<file path="config.mk">
export PLATFORM = sky130hd
export DESIGN_NAME = ecl_loader
export DESIGN_NICKNAME = d
export VERILOG_FILES = /design/src/hdl/ecl_loader.v
export VERILOG_INCLUDE_DIRS = /design/src /design/src/include
export SDC_FILE = /design/constraint.sdc
export NUM_CORES = 1
export LEC_CHECK = 0
export ABC_AREA = 1
export BUFFER_PORTS_ARGS = -buffer_cell sky130_fd_sc_hd__buf_2
export CORE_MARGIN = 5
export CORE_UTILIZATION = 45
export DETAILED_ROUTE_END_ITERATION = 6
export PLACE_DENSITY = 0.66
export SYNTH_ARGS = -nofsm -noshare
export SYNTH_HDL_FRONTEND = slang
export SYNTH_SLANG_ARGS = --single-unit
</file>
<file path="constraint.sdc">
create_clock -name i_clock -period 2.9 [get_ports i_clock]
set_input_delay 0.145 -clock i_clock [delete_from_list [all_inputs] [get_ports i_clock]]
set_output_delay 0.145 -clock i_clock [all_outputs]
set_load 0.01 [all_outputs]
</file>
<file path="src/include/ecl_map.vh">
// constants for the eeprom conditional loader
`ifndef ECL_MAP_VH
`define ECL_MAP_VH
`define ECL_EE_BYTES 2048
`define ECL_EE_AW 11
`define ECL_OP_CLEAR 8'hb0
`define ECL_OP_COND_HI 4'hb
`define ECL_OP_PAUSE 8'hfe
`define ECL_OP_END 8'hff
`define ECL_OP_IOUPD 8'h80
`define ECL_DATA_MAX 8'h7f
`define ECL_CFG_ADDR 13'h0000
`endif

</file>
<file path="src/hdl/ecl_loader.v">
// eeprom conditional loader: upload and download sequencer core
// Operation
// RULE1 - upload stores condition bytes unchanged
// RULE2 - condition and end always execute on download
// RULE3 - active condition 4 bits, zero means unconditional
// RULE4 - nonzero register field wins, else latched pins
// RULE5 - pins reach only conditions one to three
// RULE6 - 0xb1..0xbf tags conditions one to fifteen
// RULE7 - 0xb0 clears all tags
// RULE8 - nonzero condition, tags set: execute only tagged
// RULE9 - tags accumulate until cleared
// RULE10 - storage 2048 bytes, non-data one byte
// RULE11 - data block is n plus four bytes
// RULE12 - software: condition, data, then pause
// RULE13 - software: later setups start with clear
// RULE14 - software: last setup ends with end
// RULE15 - software: write enable before save
// RULE16 - software: condition field then load trigger
// RULE17 - power-up auto download on nonzero pin condition
// RULE18 - spi config register unreachable by sequencer; download here can still write map address zero
// RULE19 - protocol chosen at start-up, held until reset
// RULE20 - data count is value plus one, then address
// RULE21 - checksum mismatch faults, all match completes
// RULE22 - pause keeps upload eeprom pointer
// RULE23 - end on download resets pointer, goes idle
// RULE24 - skipped data block still advanced over
`include "ecl_map.vh"
`default_nettype none
module ecl_loader #(
    parameter AW = `ECL_EE_AW
) (
    // clock and reset
    input wire i_clock,
    input wire i_rst_n,
    // mode pins, sampled once after reset release
    input wire i_load_select_pin_high,
    input wire i_load_select_pin_low,
    input wire i_protocol_select_pin,
    input wire i_addr_select_pin_a,
    input wire i_addr_select_pin_b,
    // control bits
    input wire [3:0] i_cond_field,
    input wire i_write_enable,
    input wire i_save_trigger,
    input wire i_load_trigger,
    // scratchpad read port (byte valid one cycle after address)
    output reg [7:0] o_sp_addr,
    input wire [7:0] i_sp_data,
    // eeprom port (read data valid one cycle after address)
    output reg [AW-1:0] o_ee_addr,
    output reg o_ee_we,
    output reg [7:0] o_ee_wdata,
    input wire [7:0] i_ee_rdata,
    // register map port (read data valid one cycle after address)
    output reg [12:0] o_map_addr,
    output reg o_map_we,
    output reg [7:0] o_map_wdata,
    input wire [7:0] i_map_rdata,
    output reg o_calibrate,
    output reg o_io_update,
    // status
    output wire o_busy,
    output reg o_fault,
    output reg o_complete,
    output reg [3:0] o_active_cond,
    output reg [15:1] o_tag_board,
    output reg o_proto_i2c,
    output reg [1:0] o_i2c_addr_sel
);
////////////////////////////////////////////////////////////////////////////////
localparam S_IDLE = 4'h0;
localparam S_UFET = 4'h1;
localparam S_UOP = 4'h2;
localparam S_UA0 = 4'h3;
localparam S_UA1 = 4'h4;
localparam S_UMAP = 4'h5;
localparam S_UWR = 4'h6;
localparam S_USUM = 4'h7;
localparam S_DFET = 4'h8;
localparam S_DOP = 4'h9;
localparam S_DA0 = 4'ha;
localparam S_DA1 = 4'hb;
localparam S_DDAT = 4'hc;
localparam S_DSUM = 4'hd;
localparam S_WAIT = 4'he;

function is_cond;
    input [7:0] b;
    begin
        is_cond = (b[7:4] == `ECL_OP_COND_HI);
    end
endfunction

reg [3:0] st_reg;
reg [3:0] ret_reg;
reg [1:0] pin_cond_reg;
reg strap_done_reg;
reg [AW-1:0] ee_ptr_reg;
reg [7:0] cnt_reg;
reg [7:0] sum_reg;
reg skip_reg;
reg bad_reg;
reg [15:1] tag_next;
wire [3:0] cond_now;
wire exec_ok;

// register field wins when nonzero; pins only give 1..3 [RULE4] [RULE5] [RULE3]
assign cond_now = (i_cond_field != 4'h0) ? i_cond_field : {2'b00, pin_cond_reg};
// [RULE8] execute if null condition, empty board, or condition tagged
assign exec_ok = (cond_now == 4'h0) || (o_tag_board == 15'h0000) ||
                 o_tag_board[cond_now];
assign o_busy = (st_reg != S_IDLE);

always @* begin
    tag_next = o_tag_board;
    if (i_ee_rdata == `ECL_OP_CLEAR)
        tag_next = 15'h0000; // [RULE7]
    else if (i_ee_rdata[3:0] != 4'h0)
        tag_next[i_ee_rdata[3:0]] = 1'b1; // [RULE6] [RULE9]
end

always @(posedge i_clock or negedge i_rst_n) begin
    if (!i_rst_n) begin
        st_reg <= S_IDLE;
        ret_reg <= S_IDLE;
        pin_cond_reg <= 2'b00;
        strap_done_reg <= 1'b0;
        ee_ptr_reg <= {AW{1'b0}};
        cnt_reg <= 8'h00;
        sum_reg <= 8'h00;
        skip_reg <= 1'b0;
        bad_reg <= 1'b0;
        o_sp_addr <= 8'h00;
        o_ee_addr <= {AW{1'b0}};
        o_ee_we <= 1'b0;
        o_ee_wdata <= 8'h00;
        o_map_addr <= 13'h0000;
        o_map_we <= 1'b0;
        o_map_wdata <= 8'h00;
        o_calibrate <= 1'b0;
        o_io_update <= 1'b0;
        o_fault <= 1'b0;
        o_complete <= 1'b0;
        o_active_cond <= 4'h0;
        o_tag_board <= 15'h0000;
        o_proto_i2c <= 1'b0;
        o_i2c_addr_sel <= 2'b00;
    end else begin
        o_ee_we <= 1'b0;
        o_map_we <= 1'b0;
        o_calibrate <= 1'b0;
        o_io_update <= 1'b0;
        o_active_cond <= cond_now;
        // addresses step the cycle after a strobe, so each byte lands where it was aimed
        if (o_ee_we)
            o_ee_addr <= o_ee_addr + 1'b1; // [RULE10]
        if (o_map_we)
            o_map_addr <= o_map_addr + 1'b1;
        // pins caught once after release; only a reset re-arms this [RULE19]
        if (!strap_done_reg) begin
            strap_done_reg <= 1'b1;
            pin_cond_reg <= {i_load_select_pin_high, i_load_select_pin_low};
            o_proto_i2c <= i_protocol_select_pin;
            o_i2c_addr_sel <= {i_addr_select_pin_b, i_addr_select_pin_a};
            if (i_load_select_pin_high | i_load_select_pin_low) begin
                st_reg <= S_DFET; // [RULE17]
                o_ee_addr <= {AW{1'b0}};
                o_tag_board <= 15'h0000;
                bad_reg <= 1'b0;
            end
        end else begin
            case (st_reg)
            S_IDLE: begin
                if (i_save_trigger && i_write_enable) begin
                    st_reg <= S_UFET;
                    o_sp_addr <= 8'h00;
                    o_ee_addr <= ee_ptr_reg; // [RULE22]
                end else if (i_load_trigger) begin
                    st_reg <= S_DFET;
                    o_ee_addr <= {AW{1'b0}};
                    o_tag_board <= 15'h0000;
                    bad_reg <= 1'b0;
                    o_fault <= 1'b0;
                    o_complete <= 1'b0;
                end
            end
            // upload: bytes copied verbatim, conditions have no effect [RULE1]
            S_UFET: st_reg <= S_UOP;
            S_UOP: begin
                o_ee_we <= 1'b1;
                o_ee_wdata <= i_sp_data;
                o_sp_addr <= o_sp_addr + 1'b1;
                if (i_sp_data <= `ECL_DATA_MAX) begin
                    cnt_reg <= i_sp_data; // [RULE20]
                    ret_reg <= S_IDLE;
                    sum_reg <= 8'h00;
                    st_reg <= S_UA0;
                end else if (i_sp_data == `ECL_OP_PAUSE) begin
                    ee_ptr_reg <= o_ee_addr + 1'b1; // [RULE22]
                    st_reg <= S_IDLE;
                end else if (i_sp_data == `ECL_OP_END) begin
                    ee_ptr_reg <= {AW{1'b0}};
                    st_reg <= S_IDLE;
                end else
                    st_reg <= S_UFET;
            end
            S_UA0: st_reg <= S_UA1;
            S_UA1: begin
                // address bytes: first holds high bits [RULE11]
                o_ee_we <= 1'b1;
                o_ee_wdata <= i_sp_data;
                o_sp_addr <= o_sp_addr + 1'b1;
                if (ret_reg == S_UA1) begin
                    o_map_addr[7:0] <= i_sp_data;
                    ret_reg <= S_IDLE;
                    st_reg <= S_UMAP;
                end else begin
                    o_map_addr[12:8] <= i_sp_data[4:0];
                    ret_reg <= S_UA1;
                    st_reg <= S_UA0;
                end
            end
            S_UMAP: st_reg <= S_UWR;
            S_UWR: begin
                o_ee_we <= 1'b1;
                o_ee_wdata <= i_map_rdata;
                sum_reg <= sum_reg + i_map_rdata;
                o_map_addr <= o_map_addr + 1'b1;
                cnt_reg <= cnt_reg - 1'b1;
                st_reg <= (cnt_reg == 8'h00) ? S_USUM : S_UMAP;
            end
            S_USUM: begin
                o_ee_we <= 1'b1; // checksum closes the n+4 block [RULE11]
                o_ee_wdata <= sum_reg;
                st_reg <= S_UFET;
            end
            // download
            S_DFET: st_reg <= S_DOP;
            S_DOP: begin
                o_ee_addr <= o_ee_addr + 1'b1;
                st_reg <= S_DFET;
                skip_reg <= !exec_ok;
                if (i_ee_rdata == `ECL_OP_END) begin
                    o_ee_addr <= {AW{1'b0}}; // [RULE23] [RULE2]
                    o_complete <= !bad_reg; // [RULE21]
                    o_fault <= bad_reg;
                    st_reg <= S_IDLE;
                end else if (is_cond(i_ee_rdata))
                    o_tag_board <= tag_next; // [RULE2]
                else if (i_ee_rdata <= `ECL_DATA_MAX) begin
                    cnt_reg <= i_ee_rdata;
                    sum_reg <= 8'h00;
                    st_reg <= S_WAIT;
                    ret_reg <= S_DA0;
                end else if (exec_ok) begin
                    // only 0x80: io update; other non-data bytes except pause treated as calibrate
                    o_io_update <= (i_ee_rdata == `ECL_OP_IOUPD);
                    o_calibrate <= (i_ee_rdata != `ECL_OP_IOUPD) &&
                                   (i_ee_rdata != `ECL_OP_PAUSE);
                end
            end
            S_WAIT: st_reg <= ret_reg;
            S_DA0: begin
                o_map_addr[12:8] <= i_ee_rdata[4:0];
                o_ee_addr <= o_ee_addr + 1'b1;
                st_reg <= S_WAIT;
                ret_reg <= S_DA1;
            end
            S_DA1: begin
                o_map_addr[7:0] <= i_ee_rdata;
                o_ee_addr <= o_ee_addr + 1'b1;
                st_reg <= S_WAIT;
                ret_reg <= S_DDAT;
            end
            S_DDAT: begin
                // skipped blocks still walk every byte, no map writes [RULE24]
                o_map_we <= !skip_reg; // [RULE8]
                o_map_wdata <= i_ee_rdata;
                sum_reg <= sum_reg + i_ee_rdata;
                o_ee_addr <= o_ee_addr + 1'b1;
                cnt_reg <= cnt_reg - 1'b1;
                st_reg <= S_WAIT;
                ret_reg <= (cnt_reg == 8'h00) ? S_DSUM : S_DDAT;
            end
            S_DSUM: begin
                if (i_ee_rdata != sum_reg)
                    bad_reg <= 1'b1; // [RULE21]
                o_ee_addr <= o_ee_addr + 1'b1;
                st_reg <= S_DFET;
            end
            default: st_reg <= S_IDLE;
            endcase
        end
    end
end
// the spi configuration register lives in the port logic; a download block naming
// map address zero is still written, nothing here guards it [RULE18]
endmodule
`default_nettype wire

</file>
Yosys cells after proc, flatten, opt, wreduce, memory -nomap -nowiden
Index checks and enable logic that the tools add are counted.

cells by class
  add/sub/neg operators = 6
  magnitude comparators = 5
  equal/unequal tests = 41
  mux-type cells = 88
  bitwise operators = 3
  reductions and logical operators = 40

operator list
  operator                                                                count
  15-bit two-way mux                                                      8
  11-bit two-way mux                                                      8
  8-bit two-way mux                                                       10
  8-bit case mux with 3 select lines                                      3
  4-bit case mux with 13 select lines                                     1
  8-bit equality test (second input constant)                             5
  4-bit two-way mux                                                       10
  11-bit case mux with 3 select lines                                     1
  4-bit equality test (second input constant)                             8
  8-bit case mux with 4 select lines                                      1
  15-bit case mux with 2 select lines                                     1
  1-bit two-way mux                                                       28
  13-bit two-way mux                                                      2
  4-bit case mux with 6 select lines                                      1
  4-bit by 3-bit equality test with 1-bit output (second input constant)  5
  6-bit AND reduction                                                     3
  8-bit adder                                                             2
  8-bit by 7-bit <= comparator with 1-bit output (second input constant)  2
  2-bit inequality test (second input constant)                           8
  8-bit inequality test (second input constant)                           2
  8-bit case mux with 2 select lines                                      1
  4-bit nonzero test                                                      4
  15-bit logical NOT                                                      1
  3-bit inequality test (second input constant)                           5
  other kinds (37)                                                        63

word-level totals
  register bits after elaboration = 116
  input port bits = 38
  output and inout bits = 77
  logic and storage cells = 207

Longest topological paths before layout
  depth after elaboration = 11
  depth in mapped cells = 20
  depth with buffers taken out = 18

Worst setup path before layout
Ideal clock, no wire load.

  kind = register -> register
  start point = register st_reg[0]
  end point = register sum_reg[6]
  setup time = 0.125 ns
  arrival = 2.425 ns
  required time = 2.775 ns
  path slack = 0.350 ns
  stages on the path, launching flop included = 20
  buffers on the path = 3
  period minus slack after synthesis = 2.550 ns
  path through = dfrtp_1 -> buf_2 -> nor2_4 -> nand2_1 -> buf_2 -> clkbuf_1 -> o21ai_0 -> ha_1 -> inv_1 -> fa_1 -> inv_1 -> nand3_1 -> nand2_1 -> nand2_1 -> nand2_1 -> nand2_1 -> nand2_1 -> a21oi_1 -> o21ai_0 -> o21ai_1

on the way
  cells in the longest elaborated chain, start to end = 3
  elaborated cells between the ends (all ways) = 11
  those cells by class = eq/ne: 8; mux: 1; reduce/logical: 2

RTL lines
  item                                                                    line              source
  start: declaration                                                      ecl_loader.v:94   reg [3:0] st_reg;
  start signal: assignment                                                ecl_loader.v:230  st_reg <= (cnt_reg == 8'h00) ? S_USUM : S_UMAP;
  start signal: assignment                                                ecl_loader.v:262  S_WAIT: st_reg <= ret_reg;
  4-bit by 3-bit equality test with 1-bit output (tied with other cells)  ecl_loader.v:172  case (st_reg)
  4-bit nonzero test (no line) or 2-bit inequality test (tied branches)   n/a
  6-bit AND reduction (no line)                                           n/a
  end signal: assignment                                                  ecl_loader.v:227  sum_reg <= sum_reg + i_map_rdata;
  end signal: assignment                                                  ecl_loader.v:279  sum_reg <= sum_reg + i_ee_rdata;
  end: declaration                                                        ecl_loader.v:100  reg [7:0] sum_reg;

Several ways; a longest one is shown, not always the timed one.
A chain may end at the register's enable or synchronous reset.

Worst setup path after layout
Same ends and word-level chain as after synthesis.

==> impl_summary.log <==
INFO  metric outcome = complete, no violations
INFO  metric design_power_total = between 7000 and 8000 µW
INFO  metric worst_skew_pair.late_latency = between 0.4 and 0.5 ns
INFO  metric hold_violations = 0
INFO  metric reg2reg_slack = approximately 0.34 ns
INFO  metric routed_wl = ~21000 µm
INFO  metric routed_wire_length_per_instance = approximately 16 µm
INFO  metric routed-via-count = 6971
INFO  metric hold_start = i_sp_data[5]
INFO  metric mux_contribution_to_synthesized_area = less than 1%
INFO  metric reg2regPathDepth = 16
INFO  metric grt_first_pass_wirelength = roughly 34000 µm
INFO  metric floorplan.io_pins = between 100 and 150
INFO  metric power.static_leakage = between 0.004 and 0.005 µW
INFO  metric synth_compound_area_share = 17.5%
INFO  metric clock_path_buffers = 2
INFO  metric globalplace.congestion = around 0.95
INFO  metric synth_top_family_by_area = simple AND/OR/NAND/NOR gates
INFO  metric fmax = about 0.39 GHz
INFO  metric rows = 45
INFO  metric drc = 0
INFO  metric finalWorstPathRequiredPeriod = about 2.6 ns
INFO  metric core_region_area = 0.0153 mm²
INFO  metric worst-slew-pin-transition = a little under 0.7 ns
INFO  metric hold_path.class = in -> reg
INFO  metric final_cell_area = around 0.0085 mm²
INFO  metric final_layout_size_suffix_gt1_share = 16.8%
INFO  metric yosys.area_share.simple = a little over a quarter
INFO  metric yosys.cell_types.count = between 40 and 50
INFO  metric port_buffers = between 100 and 150
INFO  metric cts.clk_slew.worst_paths = 0.06 ns
INFO  metric floorplan.die.height = 135 µm
INFO  metric post-cts-setup-buffer-count = 0
INFO  metric clock_skew = approximately 0.009 ns
INFO  metric flow.area_growth_from_synthesis = 21.4%
INFO  metric routed_via_density = between 5 and 6
INFO  metric largest_register_ff_count = 15
INFO  metric max_cap_viol_count = 0
INFO  metric mappedNetlistNets = around 1000
INFO  metric critPathCaptureType = register
INFO  metric synth_top_flop_cell = sky130_fd_sc_hd__dfrtp_1
INFO  metric synthAdderAreaFrac = 2.43%
INFO  metric cp_max_fo = 8
INFO  metric layout.cells.most_common_list = sky130_fd_sc_hd__nand2_1, sky130_fd_sc_hd__dfrtp_1, sky130_fd_sc_hd__buf_2
INFO  metric drt_first_pass_iters = 5
INFO  metric cts_num_sinks = ~120
INFO  metric dieArea = 0.0182 mm²
INFO  metric post_cts_resized = 0
INFO  metric yosysWarningCount = 0
INFO  metric top_register = o_tag_board
INFO  metric synthesis.instances = 956
INFO  metric setup_viol = 0
INFO  metric final_nets = between 1000 and 1500
INFO  metric synth_async_sr_flop_share = 100%
INFO  metric grt_overflow = 0
INFO  metric fin_crit_sh = around nine tenths
INFO  metric tritoncts = built
INFO  metric critical_path.startpoint = st_reg[0]
INFO  metric synth.ff_latch_count = 116
INFO  metric critical_path.startpoint_type = register
INFO  metric vdd_ir_drop_max = 0.431 mV
INFO  metric unrepaired_setup_endpoints_after_global_routing = false
INFO  metric path_class = reg -> reg
INFO  metric layout_commonest_cell = sky130_fd_sc_hd__nand2_1
INFO  metric crit-reg2reg-capture = sum_reg[6]
INFO  metric top_regs = o_tag_board x15, o_map_addr x13
INFO  metric die_w = 135 µm
INFO  metric antennaDiodeCount = 0
INFO  metric syn_area_per_cell = approximately 7.3 µm²
INFO  metric critical_path.reg2reg.startpoint = st_reg[0]
INFO  metric yosysSeqAreaShare = 41.4%
INFO  metric global_route_usage_sum = between 20% and 30%
INFO  metric detailed_place_hpwl = 15700 µm
INFO  metric maxSlewHeadroom = 54.2%
INFO  metric cts_made_buffers = 17
INFO  metric initial_utilization = 46.0%
INFO  metric maximum_number_of_pins_on_one_net_before_global_route_repair = 54
INFO  metric timing.critical_path.arrival = about 2.9 ns
INFO  metric yosys.area_share.xor_xnor = about 3.4%
INFO  metric pwr_density_cell = between 800 and 900 mW/mm²
INFO  metric number_of_buffers_inserted_for_hold_repair_after_clock_tree_synthesis = 8
INFO  metric aggregate_negative_setup_slack = 0 ns
INFO  metric netlist_area = roughly 0.007 mm²
INFO  metric final-max-slew-violation-count = 0
INFO  metric ctsRootBufferMaster = sky130_fd_sc_hd__clkbuf_16
INFO  metric grt_antenna_before_repair = 0
INFO  metric worst_ep_required_time = between 3 and 4 ns
INFO  metric antenna_violating_nets_post_route = 0
INFO  metric h-tree-depth = 4
INFO  metric detailed_place.area = between 0.007 and 0.008 mm²
INFO  metric setup.worst_path.end = sum_reg[6]
INFO  metric drt_first_iter_violations = 620
INFO  metric grt_pass1_vias = roughly 6600
INFO  metric synth_enable_flop_cells = 0
INFO  metric whs = 0.0311 ns
## layer usage
layer  share of wire (%)  vias up  GRT usage (%)
li1                    -     3421              -
met1                  46     3221           33.5
met2                  44      296           35.1
met3                 7.7       33           5.77
met4                 2.0        0           7.52
met5                   0        -              0
## worst min path at each step
stage	cells after the start	endpoint	slack, ns
6_report	3	o_ee_wdata[5]	0.03
5_1_grt	3	o_ee_wdata[5]	0.04
4_1_cts	3	o_ee_wdata[5]	0.02
3_5_place_dp	1	o_ee_addr[5]	0.24
3_3_place_gp	1	o_ee_addr[5]	0.23
2_1_floorplan	0	bad_reg	-0.15
## cell families (layout without fill, tap and decap cells)
logic type | after synthesis | after routing
AOI/OAI and AO/OA | 211 | 211
xor gates and xnor gates | 27 | 27
adders and majority gates | 13 | 13
buffers and inverters | 148 | 287
DFF | 116 | 116
muxes | 1 | 1
other | 1 | 1
and+or+nand+nor | 439 | 439
## synthesized netlist by cell type (2+ instances only)
cell / number / area share (%)
sky130_fd_sc_hd__a21oi_1: 51 / 3.6
sky130_fd_sc_hd__a21oi_4: 2 / 0.46
sky130_fd_sc_hd__a221oi_1: 6 / 0.75
sky130_fd_sc_hd__a22oi_1: 3 / 0.32
sky130_fd_sc_hd__buf_2: 6 / 0.43
sky130_fd_sc_hd__buf_4: 2 / 0.21
sky130_fd_sc_hd__buf_6: 2 / 0.32
sky130_fd_sc_hd__clkbuf_1: 12 / 0.64
sky130_fd_sc_hd__clkinv_1: 2 / 0.11
sky130_fd_sc_hd__dfrtp_1: 116 / 41
sky130_fd_sc_hd__ha_1: 12 / 2.1
sky130_fd_sc_hd__inv_1: 111 / 5.9
sky130_fd_sc_hd__inv_2: 11 / 0.59
sky130_fd_sc_hd__nand2_1: 243 / 13
sky130_fd_sc_hd__nand2_2: 4 / 0.36
sky130_fd_sc_hd__nand3_1: 66 / 4.7
sky130_fd_sc_hd__nand4_1: 13 / 1.2
sky130_fd_sc_hd__nor2_1: 73 / 3.9
sky130_fd_sc_hd__nor2_2: 5 / 0.45
sky130_fd_sc_hd__nor2_4: 4 / 0.64
sky130_fd_sc_hd__nor3_1: 19 / 1.4
sky130_fd_sc_hd__nor4_1: 6 / 0.54
sky130_fd_sc_hd__o211ai_1: 7 / 0.75
sky130_fd_sc_hd__o21ai_0: 88 / 6.3
sky130_fd_sc_hd__o21ai_1: 19 / 1.4
sky130_fd_sc_hd__o221ai_1: 6 / 0.75
sky130_fd_sc_hd__o221ai_2: 2 / 0.43
sky130_fd_sc_hd__o22ai_1: 16 / 1.4
sky130_fd_sc_hd__o31ai_1: 4 / 0.43
sky130_fd_sc_hd__xnor2_1: 5 / 0.62
sky130_fd_sc_hd__xor2_1: 22 / 2.7
## per-stage QoR
stage          std cells  util, %  setup WS, ns
2_1_floorplan        956        -         0.350
3_3_place_gp        1266     51.2         0.423
3_5_place_dp        1266     51.2         0.407
4_1_cts             1306     55.8         0.386
5_1_grt             1306     55.8         0.115
6_report            1306     55.8         0.339
## where the power goes
group          switching (µW)  internal (µW)  leakage [µW]
Clock                     756           1500      0.000303
Combinational            1780            971       0.00242
Sequential                440           2070       0.00149
Total                    2970           4540       0.00421
## critical path, cell delays in order, from the launching register on
cell                      delay, ns
sky130_fd_sc_hd__dfrtp_1       0.48
sky130_fd_sc_hd__nor2_4        0.22
sky130_fd_sc_hd__nand2_1       0.19
sky130_fd_sc_hd__o21ai_0       0.20
sky130_fd_sc_hd__ha_1          0.19
sky130_fd_sc_hd__inv_1         0.05
sky130_fd_sc_hd__fa_1          0.38
sky130_fd_sc_hd__inv_1         0.09
sky130_fd_sc_hd__nand3_1       0.07
sky130_fd_sc_hd__nand2_1       0.12
sky130_fd_sc_hd__nand2_1       0.06
sky130_fd_sc_hd__nand2_1       0.05
sky130_fd_sc_hd__nand2_1       0.04
sky130_fd_sc_hd__nand2_1       0.07
sky130_fd_sc_hd__a21oi_1       0.06
sky130_fd_sc_hd__o21ai_0       0.08
sky130_fd_sc_hd__o21ai_1       0.08
## final cells by class
class                      count  area [µm²]
clock buffer                  23         478
clock inverter                 9         150
fill                        1462        6740
inverter                     125         472
multi-input combinational    692        3520
sequential                   116        2900
tap                          211         264
timing repair buffer         130         726
Power figures use the tool's default switching activity.
